## src/include/mmd_pkg.sv

```systemverilog
/*
 * Shared constants of the memory map decoder: address windows, register offsets,
 * configuration bit positions, reset values, target codes and access timing.
 * Assumes a 24-bit byte address from the CPU core and a 32-bit APB.
 */
package mmd_pkg;

   localparam int ADDR_W = 24;
   localparam int APB_AW = 8;

   // Target codes; the block number for the boot test block is outside the user range.
   typedef enum logic [2:0] {
      MMD_TGT_IFLASH = 3'h0,
      MMD_TGT_XFLASH = 3'h1,
      MMD_TGT_DUAL_PORT_INT_RAM = 3'h2,
      MMD_TGT_EXT_RAM_AREA1 = 3'h3,
      MMD_TGT_EXT_RAM_AREA2 = 3'h4,
      MMD_TGT_EXT = 3'h5,
      MMD_TGT_BLOCKED = 3'h6
   } mmd_tgt_e;

   typedef enum logic [1:0] {
      MMD_ST_IDLE = 2'h0,
      MMD_ST_DONE = 2'h1,
      MMD_ST_WAIT = 2'h2
   } mmd_state_e;

   // Region windows, inclusive bounds.
   localparam int NRGN = 9;
   localparam int RG_BOOT = 0;
   localparam int RG_SEG0 = 1;
   localparam int RG_SEG1 = 2;
   localparam int RG_UP = 3;
   localparam int RG_TOP = 4;
   localparam int RG_XF = 5;
   localparam int RG_X1 = 6;
   localparam int RG_X2 = 7;
   localparam int RG_DUAL_PORT_INT_RAM = 8;
   localparam logic [23:0] RGN_LO [NRGN] = '{24'h000000, 24'h000000, 24'h010000, 24'h018000, 24'h080000,
                                             24'h090000, 24'h00e000, 24'h0f0000, 24'h00f600};
   localparam logic [23:0] RGN_HI [NRGN] = '{24'h001fff, 24'h007fff, 24'h017fff, 24'h07ffff, 24'h08ffff,
                                             24'h0effff, 24'h00e7ff, 24'h0fffff, 24'h00fdff};

   // Segment numbers and flash block numbering.
   localparam logic [7:0] SEG_ONE = 8'h01;
   localparam logic [7:0] SEG_BANK3 = 8'h0c;
   localparam logic [7:0] SEG_XF_BASE = 8'h09;
   localparam logic [7:0] SEG_IF_OFS = 8'h03;
   localparam logic [3:0] BLK_SEG1 = 4'h4;
   localparam logic [3:0] BLK_TOP = 4'hb;
   localparam logic [3:0] BLK_BANK1 = 4'ha;
   localparam logic [3:0] BLK_XF_CTRL = 4'h5;
   localparam logic [3:0] BLK_TEST = 4'hf;
   localparam logic [1:0] BANK0 = 2'h0;
   localparam logic [1:0] BANK1 = 2'h1;
   localparam logic [1:0] BANK2 = 2'h2;
   localparam logic [1:0] BANK3 = 2'h3;

   // APB register offsets.
   localparam logic [7:0] OFS_SYS_CFG = 8'h00;
   localparam logic [7:0] OFS_XPER_CFG = 8'h04;
   localparam logic [7:0] OFS_STATUS = 8'h08;

   // Configuration bit positions.
   localparam int SYS_GLOB_BIT = 2;
   localparam int SYS_PROG_BIT = 4;
   localparam int SYS_REMAP_BIT = 12;
   localparam int XP_RAM1_BIT = 2;
   localparam int XP_RAM2_BIT = 3;
   localparam int XP_FLASH_BIT = 5;
   localparam int ST_LOCK_BIT = 4;
   localparam int ST_BOOT_BIT = 5;

   localparam logic [31:0] SYS_CFG_RST = 32'h0000_0010;
   localparam logic [31:0] XPER_CFG_RST = 32'h0000_0000;

   // Extension RAM access time and the clock period, in picoseconds.
   localparam int XRAM_ACC_PS = 31250;
   localparam int CLK_PERIOD_PS = 50000;
   localparam int XRAM_ACC_CYC = (XRAM_ACC_PS / CLK_PERIOD_PS) < 1 ? 1 : XRAM_ACC_PS / CLK_PERIOD_PS;

endpackage

```

## src/include/mmd_cfg_if.sv

```systemverilog
/*
 * Configuration and status carrier between the APB register file and the decoder.
 * Assumes both ends share pclk.
 */
`timescale 1ns/10ps
interface mmd_cfg_if;
   logic glob_en;
   logic prog_en;
   logic remap;
   logic ram1_en;
   logic ram2_en;
   logic flash_en;
   logic locked;
   logic boot;
   logic [2:0] last_tgt;
   modport regs (output glob_en, prog_en, remap, ram1_en, ram2_en, flash_en, locked, input boot, last_tgt);
   modport dec (input glob_en, prog_en, remap, ram1_en, ram2_en, flash_en, locked, output boot, last_tgt);
endinterface // mmd_cfg_if

```

## src/verilog/mmd_cfg_regs.sv

```systemverilog
/*
 * APB slave holding the system and extension-peripheral configuration words and a status word.
 * Assumes an APB master on pclk; end_of_init arrives as a one-cycle pulse.
 */
`timescale 1ns/10ps
module mmd_cfg_regs (
   input wire logic pclk,
   input wire logic presetn,
   input wire logic psel,
   input wire logic penable,
   input wire logic pwrite,
   input wire logic [7:0] paddr,
   input wire logic [31:0] pwdata,
   output logic [31:0] prdata,
   output logic pready,
   output logic pslverr,
   input wire logic end_of_init,
   mmd_cfg_if.regs cfg
);
   logic [31:0] sys_reg, sys_next, xper_reg, xper_next, prdata_reg, prdata_next;
   logic pready_reg, pready_next, pslverr_reg, pslverr_next, lock_reg, lock_next;
   logic wr, hit;
   logic [31:0] rd;

   always_comb begin
      wr = psel && penable && pready_reg && pwrite;
      hit = (paddr == mmd_pkg::OFS_SYS_CFG) || (paddr == mmd_pkg::OFS_XPER_CFG) || (paddr == mmd_pkg::OFS_STATUS);
      sys_next = sys_reg;
      xper_next = xper_reg;
      lock_next = lock_reg || end_of_init;
      if (wr && paddr == mmd_pkg::OFS_SYS_CFG) begin
         sys_next = pwdata;
         // Segment remap freezes once initialisation has ended.
         if (lock_reg) begin
            sys_next[mmd_pkg::SYS_REMAP_BIT] = sys_reg[mmd_pkg::SYS_REMAP_BIT];
         end
      end
      if (wr && paddr == mmd_pkg::OFS_XPER_CFG) begin
         xper_next = pwdata;
      end
      rd = 32'h0000_0000;
      unique case (paddr)
         mmd_pkg::OFS_SYS_CFG: rd = sys_reg;
         mmd_pkg::OFS_XPER_CFG: rd = xper_reg;
         mmd_pkg::OFS_STATUS: begin
            rd[2:0] = cfg.last_tgt;
            rd[mmd_pkg::ST_LOCK_BIT] = lock_reg;
            rd[mmd_pkg::ST_BOOT_BIT] = cfg.boot;
         end
         default: rd = 32'h0000_0000;
      endcase
      pready_next = psel && penable && !pready_reg;
      prdata_next = pready_next ? rd : prdata_reg;
      pslverr_next = pready_next && !hit;
   end

   always_ff @(posedge pclk or negedge presetn) begin
      if (!presetn) begin
         sys_reg <= mmd_pkg::SYS_CFG_RST;
         xper_reg <= mmd_pkg::XPER_CFG_RST;
         lock_reg <= 1'b0;
         pready_reg <= 1'b0;
         pslverr_reg <= 1'b0;
         prdata_reg <= 32'h0000_0000;
      end else begin
         sys_reg <= sys_next;
         xper_reg <= xper_next;
         lock_reg <= lock_next;
         pready_reg <= pready_next;
         pslverr_reg <= pslverr_next;
         prdata_reg <= prdata_next;
      end
   end

   assign prdata = prdata_reg;
   assign pready = pready_reg;
   assign pslverr = pslverr_reg;
   assign cfg.glob_en = sys_reg[mmd_pkg::SYS_GLOB_BIT];
   assign cfg.prog_en = sys_reg[mmd_pkg::SYS_PROG_BIT];
   assign cfg.remap = sys_reg[mmd_pkg::SYS_REMAP_BIT];
   assign cfg.ram1_en = xper_reg[mmd_pkg::XP_RAM1_BIT];
   assign cfg.ram2_en = xper_reg[mmd_pkg::XP_RAM2_BIT];
   assign cfg.flash_en = xper_reg[mmd_pkg::XP_FLASH_BIT];
   assign cfg.locked = lock_reg;
endmodule // mmd_cfg_regs

```

## src/verilog/mmd_decoder.sv

```systemverilog
/*
 * Memory map decoder: steers each CPU access in the 16 Mbyte space to on-chip program flash,
 * extension flash, dual-port internal RAM, one of two extension RAM areas, or the external bus, or refuses it as blocked.
 * Assumes a CPU that holds cpu_req with its qualifiers until cpu_ack, and flash banks that
 * report their program/erase activity on bank_busy.
 */
// Function
// - Decode full 16 Mbyte space, byte or word.
// - Program flash blocks, banks 0 and 1.
// - Hold reads while same flash bank busy.
// - Boot mode maps test block at zero.
// - Extension flash needs global and flash enable.
// - Global enable clear sends flash range external.
// - Extension flash banks 2, 3, control block.
// - Segment eight reserved when global and flash or RAM2 enable, program flash off.
// - Dual-port RAM holds the register bank.
// - Extension RAM: zero wait, one cycle.
// - RAM1 decoded when global and RAM1 enable.
// - RAM1 range external when either enable clear.
// - RAM2 decoded when global and RAM2 enable.
// - Disabled RAM2 range goes external.
// - No stack or bit ops in extension RAM.
// - Low flash blocks remap before end of init.
`timescale 1ns/10ps
module mmd_decoder (
   input wire logic pclk,
   input wire logic presetn,
   input wire logic psel,
   input wire logic penable,
   input wire logic pwrite,
   input wire logic [7:0] paddr,
   input wire logic [31:0] pwdata,
   output logic [31:0] prdata,
   output logic pready,
   output logic pslverr,
   input wire logic boot_mode,
   input wire logic end_of_init_instr,
   input wire logic [3:0] bank_busy,
   input wire logic cpu_req,
   input wire logic [23:0] cpu_addr,
   input wire logic cpu_write,
   input wire logic cpu_byte,
   input wire logic cpu_bitop,
   input wire logic cpu_stack,
   output logic cpu_ack,
   output logic [2:0] cpu_tgt,
   output logic cpu_err,
   output logic cpu_byte_out,
   output logic [1:0] flash_bank,
   output logic [3:0] flash_blk
);
   localparam int ACC_CYC = mmd_pkg::XRAM_ACC_CYC;

   mmd_cfg_if cfg ();
   logic [mmd_pkg::NRGN-1:0] hit;
   mmd_pkg::mmd_state_e st_reg, st_next;
   mmd_pkg::mmd_tgt_e tgt_reg, tgt_next, dtgt;
   logic ack_reg, ack_next, err_reg, err_next, byte_reg, byte_next, boot_reg, boot_next;
   logic [1:0] bank_reg, bank_next, dbank;
   logic [3:0] blk_reg, blk_next, dblk;
   logic is_flash, stall, derr, xf_on, x1_on, x2_on, res08, low_win;
   logic [7:0] seg;

   mmd_cfg_regs u_regs (
      .pclk(pclk),
      .presetn(presetn),
      .psel(psel),
      .penable(penable),
      .pwrite(pwrite),
      .paddr(paddr),
      .pwdata(pwdata),
      .prdata(prdata),
      .pready(pready),
      .pslverr(pslverr),
      .end_of_init(end_of_init_instr),
      .cfg(cfg.regs)
   );

   genvar gi;
   generate
      for (gi = 0; gi < mmd_pkg::NRGN; gi++) begin : g_rgn
         mmd_range_hit #(.LO(mmd_pkg::RGN_LO[gi]), .HI(mmd_pkg::RGN_HI[gi])) u_hit (
            .addr(cpu_addr),
            .hit(hit[gi])
         );
      end
   endgenerate

   // Region decode, from the live enables on every cycle.
   always_comb begin
      seg = cpu_addr[23:16];
      xf_on = cfg.glob_en && cfg.flash_en;
      x1_on = cfg.glob_en && cfg.ram1_en;
      x2_on = cfg.glob_en && cfg.ram2_en;
      res08 = cfg.glob_en && (cfg.flash_en || cfg.ram2_en);
      low_win = cfg.remap ? hit[mmd_pkg::RG_SEG1] : hit[mmd_pkg::RG_SEG0];
      dtgt = mmd_pkg::MMD_TGT_EXT;
      dblk = 4'h0;
      dbank = mmd_pkg::BANK0;
      is_flash = 1'b0;
      derr = 1'b0;
      if (boot_mode && hit[mmd_pkg::RG_BOOT]) begin
         dtgt = mmd_pkg::MMD_TGT_IFLASH;
         dblk = mmd_pkg::BLK_TEST;
         is_flash = 1'b1;
      end else if (cfg.prog_en && low_win) begin
         dtgt = mmd_pkg::MMD_TGT_IFLASH;
         dblk = {2'h0, cpu_addr[14:13]};
         is_flash = 1'b1;
      end else if (cfg.prog_en && hit[mmd_pkg::RG_UP]) begin
         dtgt = mmd_pkg::MMD_TGT_IFLASH;
         dblk = (seg == mmd_pkg::SEG_ONE) ? mmd_pkg::BLK_SEG1 : 4'(seg + mmd_pkg::SEG_IF_OFS);
         dbank = (dblk >= mmd_pkg::BLK_BANK1) ? mmd_pkg::BANK1 : mmd_pkg::BANK0;
         is_flash = 1'b1;
      end else if (hit[mmd_pkg::RG_TOP]) begin
         if (cfg.prog_en) begin
            dtgt = mmd_pkg::MMD_TGT_IFLASH;
            dblk = mmd_pkg::BLK_TOP;
            dbank = mmd_pkg::BANK1;
            is_flash = 1'b1;
         end else if (res08) begin
            dtgt = mmd_pkg::MMD_TGT_BLOCKED;
            derr = 1'b1;
         end
      end else if (hit[mmd_pkg::RG_XF] && xf_on) begin
         dtgt = mmd_pkg::MMD_TGT_XFLASH;
         dblk = 4'(seg - mmd_pkg::SEG_XF_BASE);
         dbank = (seg < mmd_pkg::SEG_BANK3) ? mmd_pkg::BANK2 : mmd_pkg::BANK3;
         is_flash = (dblk != mmd_pkg::BLK_XF_CTRL);
      end else if (hit[mmd_pkg::RG_X1] && x1_on) begin
         dtgt = mmd_pkg::MMD_TGT_EXT_RAM_AREA1;
      end else if (hit[mmd_pkg::RG_X2] && x2_on) begin
         dtgt = mmd_pkg::MMD_TGT_EXT_RAM_AREA2;
      end else if (hit[mmd_pkg::RG_DUAL_PORT_INT_RAM]) begin
         dtgt = mmd_pkg::MMD_TGT_DUAL_PORT_INT_RAM;
      end
      // Extension RAM sits on the external-style bus, so stack and bit accesses are refused there.
      if ((dtgt == mmd_pkg::MMD_TGT_EXT_RAM_AREA1 || dtgt == mmd_pkg::MMD_TGT_EXT_RAM_AREA2) && (cpu_bitop || cpu_stack)) begin
         dtgt = mmd_pkg::MMD_TGT_BLOCKED;
         derr = 1'b1;
      end
      stall = is_flash && !cpu_write && bank_busy[dbank];
   end

   // Access handshake: one registered acknowledge per request.
   always_comb begin
      st_next = st_reg;
      ack_next = 1'b0;
      tgt_next = tgt_reg;
      err_next = 1'b0;
      byte_next = byte_reg;
      bank_next = bank_reg;
      blk_next = blk_reg;
      boot_next = boot_mode;
      unique case (st_reg)
         mmd_pkg::MMD_ST_IDLE, mmd_pkg::MMD_ST_WAIT: begin
            if (cpu_req) begin
               if (stall) begin
                  st_next = mmd_pkg::MMD_ST_WAIT;
               end else begin
                  st_next = mmd_pkg::MMD_ST_DONE;
                  ack_next = 1'b1;
                  tgt_next = dtgt;
                  err_next = derr;
                  byte_next = cpu_byte;
                  bank_next = dbank;
                  blk_next = dblk;
               end
            end else begin
               st_next = mmd_pkg::MMD_ST_IDLE;
            end
         end
         mmd_pkg::MMD_ST_DONE: st_next = mmd_pkg::MMD_ST_IDLE;
         default: st_next = mmd_pkg::MMD_ST_IDLE;
      endcase
   end

   always_ff @(posedge pclk or negedge presetn) begin
      if (!presetn) begin
         st_reg <= mmd_pkg::MMD_ST_IDLE;
         ack_reg <= 1'b0;
         tgt_reg <= mmd_pkg::MMD_TGT_EXT;
         err_reg <= 1'b0;
         byte_reg <= 1'b0;
         bank_reg <= mmd_pkg::BANK0;
         blk_reg <= 4'h0;
         boot_reg <= 1'b0;
      end else begin
         st_reg <= st_next;
         ack_reg <= ack_next;
         tgt_reg <= tgt_next;
         err_reg <= err_next;
         byte_reg <= byte_next;
         bank_reg <= bank_next;
         blk_reg <= blk_next;
         boot_reg <= boot_next;
      end
   end

   assign cfg.last_tgt = tgt_reg;
   assign cfg.boot = boot_reg;
   assign cpu_ack = ack_reg;
   assign cpu_tgt = tgt_reg;
   assign cpu_err = err_reg;
   assign cpu_byte_out = byte_reg;
   assign flash_bank = bank_reg;
   assign flash_blk = blk_reg;
endmodule // mmd_decoder

```

## src/verilog/mmd_range_hit.sv

```systemverilog
/*
 * One inclusive address window compare.
 * Assumes a 24-bit byte address.
 */
`timescale 1ns/10ps
module mmd_range_hit #(
   parameter logic [23:0] LO = 24'h000000,
   parameter logic [23:0] HI = 24'h000000
) (
   input wire logic [23:0] addr,
   output logic hit
);
   assign hit = (addr >= LO) && (addr <= HI);
endmodule // mmd_range_hit
```

## config.mk

```make
export PLATFORM = sky130hd
export DESIGN_NAME = mmd_decoder
export DESIGN_NICKNAME = d
export VERILOG_FILES = /design/src/include/mmd_pkg.sv /design/src/include/mmd_cfg_if.sv /design/src/verilog/mmd_cfg_regs.sv /design/src/verilog/mmd_decoder.sv /design/src/verilog/mmd_range_hit.sv
export SDC_FILE = /design/constraint.sdc
export NUM_CORES = 1
export LEC_CHECK = 0
export BUFFER_PORTS_ARGS = -buffer_cell sky130_fd_sc_hd__buf_2
export CORE_MARGIN = 3
export CORE_UTILIZATION = 35
export DETAILED_ROUTE_END_ITERATION = 6
export GPL_ROUTABILITY_DRIVEN = 0
export PLACE_DENSITY = 0.62
export SETUP_SLACK_MARGIN = 0.1
export SYNTH_ARGS = -nofsm -noshare
export SYNTH_HDL_FRONTEND = slang
export SYNTH_SLANG_ARGS = --single-unit
```

## constraint.sdc

```tcl
create_clock -name pclk -period 2.3 [get_ports pclk]
set_input_delay 0.46 -clock pclk [delete_from_list [all_inputs] [get_ports pclk]]
set_output_delay 0.46 -clock pclk [all_outputs]
set_load 0.005 [all_outputs]
```

# Yosys cells after proc, flatten, opt, wreduce, memory -nomap -nowiden
# Cells that the tools add are included.
# op_classes
n_addsub,2
magnitude_cmp,20
n_eq_ne,7
mux,55
n_bitwise,2
reduce_logical,43
# ops
cell,n
>= comparator 24 x 20 -> 1 bit (second input constant),3
less-or-equal comparator 24 x 20 -> 1 bit (second input constant),3
case mux 26 bit (2 select lines),1
>= comparator 24 x 16 -> 1 bit (second input constant),2
>= comparator 24 x 17 -> 1 bit (second input constant),2
less-or-equal comparator 24 x 16 -> 1 bit (second input constant),2
2-to-1 mux 3 bit,10
logical AND 1 bit,29
2-to-1 mux 4 bit,7
>= comparator 24 x 1 -> 1 bit (second input constant),1
less-or-equal comparator 24 x 13 -> 1 bit (second input constant),1
less-or-equal comparator 24 x 15 -> 1 bit (second input constant),1
less-or-equal comparator 24 x 17 -> 1 bit (second input constant),1
less-or-equal comparator 24 x 19 -> 1 bit (second input constant),1
2-to-1 mux 1 bit,24
2-to-1 mux 2 bit,9
case mux 3 bit (3 select lines),1
equality test 8 x 1 -> 1 bit (second input constant),1
equality test 8 x 3 -> 1 bit (second input constant),1
equality test 8 x 4 -> 1 bit (second input constant),1
logical NOT 8 bit,1
< comparator 8 x 4 -> 1 bit (second input constant),1
logical OR 1 bit,6
case mux 2 bit (3 select lines),1
16 further kinds,19
# totals
register_bits,114
out_inout_bits,46
word_cells,144

# Logic depth before layout (Yosys ltp)
# logic_depth
word_depth,17
mapped_depth,10
ltp_nobuf,9

# By module
# From an unflattened synthesis, not the netlist that was laid out.
# unflattened
hier_cells,453
hier_area_um2,5733.0
# by_module_without_submodules
module,n_inst,cells_each,area_per_inst_um2,seq_area_each_um2
mmd_cfg_regs,1,296,4287.9,2478.6
mmd_decoder,1,123,1167.4,327.8
mmd_range_hit (g_rgn[8].u_hit),1,6,65.1,0.0
mmd_range_hit (g_rgn[6].u_hit),1,5,42.5,0.0
mmd_range_hit (g_rgn[7].u_hit),1,3,27.5,0.0
mmd_range_hit (g_rgn[1].u_hit),1,3,26.3,0.0
mmd_range_hit (g_rgn[5].u_hit),1,4,26.3,0.0
mmd_range_hit (g_rgn[3].u_hit),1,3,25.0,0.0
mmd_range_hit (g_rgn[0].u_hit),1,4,23.8,0.0
mmd_range_hit (g_rgn[2].u_hit),1,3,21.3,0.0
mmd_range_hit (g_rgn[4].u_hit),1,3,20.0,0.0

# Worst setup path before layout
# No wires, ideal clock.
# synth_timing
path_kind,input-to-reg
from,input port cpu_addr[22]
to,register byte_reg (netlist: cpu_byte_out)
setup_ns,0.125
arrival_time_ns,2.771
required_ns,2.175
setup_slack_ns,-0.596
stages,9
path_buffers,2
path_cell_list,or4_4 > buf_6 > a2111oi_2 > a21oi_2 > mux2i_1 > mux2_4 > o311ai_4 > buf_8 > mux2_4
# synth_between
elab_chain_cells,13
elab_cells_between_ends,44
cone_classes,13 x order compare; 1 x eq/ne; 16 x mux; 1 x bitwise; 13 x reduce/logical
# synth_lines
element,line_no,text
start: declaration,mmd_decoder.sv:40,"input wire logic [23:0] cpu_addr,"
>= comparator 24 x 20 -> 1 bit or less-or-equal comparator 24 x 20 -> 1 bit (tied branches),mmd_range_hit.sv:13,assign hit = (addr >= LO) && (addr <= HI);
logical AND 1 bit,mmd_range_hit.sv:13,
logical AND 1 bit,mmd_decoder.sv:125,end else if (hit[mmd_pkg::RG_XF] && xf_on) begin
2-to-1 mux 2 bit,mmd_decoder.sv:125,
2-to-1 mux 2 bit,mmd_decoder.sv:115,end else if (hit[mmd_pkg::RG_TOP]) begin
2-to-1 mux 2 bit,mmd_decoder.sv:110,end else if (cfg.prog_en && hit[mmd_pkg::RG_UP]) begin
2-to-1 mux 2 bit,mmd_decoder.sv:106,end else if (cfg.prog_en && low_win) begin
2-to-1 mux 2 bit,mmd_decoder.sv:102,if (boot_mode && hit[mmd_pkg::RG_BOOT]) begin
binary-select mux 1 bit (select 2 bit),mmd_decoder.sv:142,stall = is_flash && !cpu_write && bank_busy[dbank];
2-to-1 mux 1 bit (not written as such),mmd_decoder.sv:142,
logical AND 1 bit (*),mmd_decoder.sv:142,
inverter 1 bit (no source line) (*),--,
AND reduction 3 bit (no source line) (*),--,
end signal: assignment,mmd_decoder.sv:193,byte_reg <= byte_next;
end: declaration,mmd_decoder.sv:58,"logic ack_reg, ack_next, err_reg, err_next, byte_reg, byte_next, boot_reg, boot_next;"
# Mark *: on every way between the ends. The rest lies on a longest branch, timed or not. The select of a mux whose other input is x is not followed.
# A chain may end at the register's enable or synchronous reset.

# Final worst setup path
# layout_timing
from,input port cpu_addr[20]
to,register blk_reg[3] (netlist: flash_blk[3])
# layout_between
elab_chain_cells,13
elab_cells_between_ends,49
cone_classes,13 x order compare; 1 x eq/ne; 21 x mux; 1 x bitwise; 13 x reduce/logical
# layout_lines
element,line_no,text
>= comparator 24 x 20 -> 1 bit or less-or-equal comparator 24 x 20 -> 1 bit (tied branches),mmd_range_hit.sv:13,
logical AND 1 bit,mmd_range_hit.sv:13,
logical AND 1 bit,mmd_decoder.sv:125,
2-to-1 mux 2 bit,mmd_decoder.sv:125,
2-to-1 mux 2 bit,mmd_decoder.sv:115,
2-to-1 mux 2 bit,mmd_decoder.sv:110,
2-to-1 mux 2 bit,mmd_decoder.sv:106,
2-to-1 mux 2 bit,mmd_decoder.sv:102,
binary-select mux 1 bit (select 2 bit),mmd_decoder.sv:142,
2-to-1 mux 1 bit (not written as such),mmd_decoder.sv:142,
logical AND 1 bit,mmd_decoder.sv:142,
inverter 1 bit (no source line),--,
AND reduction 3 bit (no source line),--,
end signal: assignment,mmd_decoder.sv:195,blk_reg <= blk_next;
end: declaration,mmd_decoder.sv:60,"logic [3:0] blk_reg, blk_next, dblk;"
# Several ways; a longest one is shown, not always the timed one. The select of a mux whose other input is x is not followed.

==> flow_metrics.tcl <==
set metrics [dict create \
    synth_fa_ha_area_share_pct 1.15 \
    port_buffers 125 \
    yosysTopAreaCell "dfrtp_1" \
    regArea_sq_mm 0.00281 \
    start_kind "input pin" \
    min_period_ns 2.65 \
    cap_violations 0 \
    critPathKind "in -> reg" \
    stdcell_area_sq_mm 0.00734 \
    fillers 1419 \
    syn_avg_cell_area_sq_um 11.9 \
    via_per_inst 5.20 \
    grt_overflow 0 \
    end_kind "flop" \
    worstHoldStart "boot_mode" \
    period_share_pct 115 \
    firstDrtPassIters 4 \
    hold_violations 0 \
    dpl_cell_area_sq_mm 0.00687 \
    fin_cells 849 \
    ys_async_sr_fraction_pct 100 \
    syn-cell-area_sq_mm 0.00546 \
    fmax_mhz 377 \
    crit_arrival_ns 2.89 \
    dp_cells 823 \
    io_pins 126 \
    grt_util_all_layers_pct 17.0 \
    fp-row-count 45 \
    fin_nets 741 \
    violations "negative setup slack" \
    netlist.area_leader.share_pct 50.0 \
    synth_top_family_by_area "multiplexers" \
    dieArea_sq_mm 0.0171 \
    maxSlewViolCount 0 \
    yosysSeqAreaShare_pct 51.4 \
    setup_viol 12 \
    critPathMaxFanout 8 \
    syn_to_final_growth_pct 34.4 \
    postRouteAntennaNets 0 \
    coreArea_sq_mm 0.0152 \
    cts.sinks 112 \
    ys_top_cells_by_area "dfrtp_1 50%, mux2_2 13%, mux2i_1 6.8%, o31ai_1 3.7%, nand2_1 3.1%" \
    final_layout_size_suffix_gt1_share_pct 49.6 \
    drtIter0Drc 245 \
    path_clk_slew_ns 0.07 \
    n_antenna_cell 0 \
    synth-edff-count 0 \
    layout_setup_ws_ns -0.350 \
    synthSimpleGateAreaFrac_pct 11.0 \
    grt_setup_unrepaired "yes" \
    leakage_uw 0.00379 \
    hold_path_depth 1 \
    relSlewSlack_pct 69.2 \
    timing.hold.ws_ns 0.286 \
    synth_cells 458 \
    ff2ff_setup_slack_ns -0.29 \
    synth-xor-area-share_pct 0.321 \
    rr_worst_depth 8 \
    worstHoldPathType "in -> reg" \
    dr_total_vias 4416 \
    ys_ff_latch 112 \
    reg2reg_from "u_regs.sys_reg[2]" \
    cts_tree "done" \
    route.detailed.drc 0 \
    finClkSkew_ns 0.00753 \
    status "complete, but fails checks" \
    muxShareOfSynthArea_pct 22.1 \
    tritoncts.num_buffers 9 \
    multiInputGateArea_sq_mm 0.00261 \
    vdd_ir_drop_max_uv 343 \
    final_common_cell "buf_2" \
    synth_compound_area_share_pct 11.0 \
    initial_core_util_pct 35.9 \
    drt-total-wl_um 14600 \
    antenna_found_initial 3 \
    hold_end "boot_reg" \
    avgRoutedWirePerCell_um 17.2 \
    htreeDepth 3 \
    layout_common_cells "123 x buf_2, 109 x dfrtp_1, 78 x buf_4, 63 x mux2_2, 45 x nand2_1" \
    syn-num-nets 543 \
    cellPowerDensity_mw_per_mm2 528 \
    cp.required_ns 2.54 \
    cts_root_buffer "clkbuf_16" \
    worst_pin_slew_ns 0.457 \
    worstSkewPairLatency_ns 0.35 \
    grt_pass1_wl_um 22900 \
    post-dp-hpwl_um 10900 \
    die_h_um 131 \
    yosys_warnings 0 \
    dieWidth_um 131 \
    cts_max_path_buffers 2 \
    ys_types 56 \
    grt_pass1_vias 4518 \
    grt_max_degree 68 \
    synth_flop_cell "dfrtp_1" \
    r2r-end "flash_blk[3]" \
]
kinds of logic after synthesis:
group,Yosys count
muxes,109
adders and majority gates,5
xor gates and xnor gates,2
DFF,112
buffers and inverters,37
AOI/OAI and AO/OA,78
and+or+nand+nor,115
per-layer routing:
| metal | GRT usage, % | wire length (um) | vias up |
|---|---|---|---|
| met5 | 0 | 28 | - |
| met4 | 4.23 | 269 | 6 |
| met3 | 5.20 | 863 | 34 |
| li1 | - | - | 2074 |
| met1 | 21.8 | 6230 | 2180 |
| met2 | 28.3 | 7240 | 122 |
timing repair:
action / 4_1_cts / 5_1_grt
resized for setup: 10 / 15
setup buffers: 5 / 4
hold buffers: 1 / 0
endpoints found under the setup margin: 12 / 31
pin swaps: 3 / 6
hold endpoints to repair: 17 / 0
where the power goes:
group / internal, uW / switching [uW] / total [uW]
combinational: 182 / 215 / 397
sequential: 1980 / 8.07 / 1990
clock: 774 / 714 / 1490
area by class of cell:
class | instances | area share (%)
Clock inverter | 5 | 0.529
Inverter | 11 | 0.563
Timing Repair Buffer | 213 | 18.6
Multi-Input combinational cell | 309 | 35.6
Clock buffer | 11 | 3.31
Sequential cell | 112 | 38.3
Tap cell | 188 | 3.21
how the worst max path moves through the flow:
stage,start,endpoint,cells after the start
global placement,cpu_addr[22],flash_blk[0],10
global route,cpu_addr[20],flash_bank[1],10
CTS,cpu_addr[20],flash_blk[0],10
finish,cpu_addr[20],flash_blk[3],10
floorplan,cpu_addr[22],cpu_byte_out,9
detailed placement,cpu_addr[22],flash_blk[0],10
stage by stage:
step | setup slack [ns] | power (uW) | util, % | TNS (ns)
floorplan | -0.505 | 2160 | - | -4.93
global placement | -0.719 | 2390 | 45.2 | -11.42
CTS | -0.367 | 3910 | 47.6 | -3.57
finish | -0.350 | 3870 | 48.3 | -3.59
detailed placement | -0.780 | 2400 | 45.2 | -13.13
global route | -0.420 | 4040 | 48.3 | -4.39
synthesized netlist by cell type, drive strengths merged (3+ instances only):
cell     number
a21oi        14
and3          3
buf          11
clkbuf       15
dfrtp       109
dfstp         3
ha            5
inv          11
mux2         72
mux2i        37
nand2        45
nand3         9
nand4         5
nor2         15
nor2b         4
nor3          7
nor4         15
o2111ai       5
o21ai        10
o31ai        27
or2           3
critical path, stage by stage:
cell and delay [ns]:
buf_6 0.09, or4_4 0.57, buf_12 0.16, a2111oi_4 0.24, a21oi_4 0.08, mux2i_1 0.14, mux2_4 0.30, o311ai_4 0.33
buf_6 0.20, mux2_4 0.31
No activity file was read; power rests on OpenSTA's default activity.
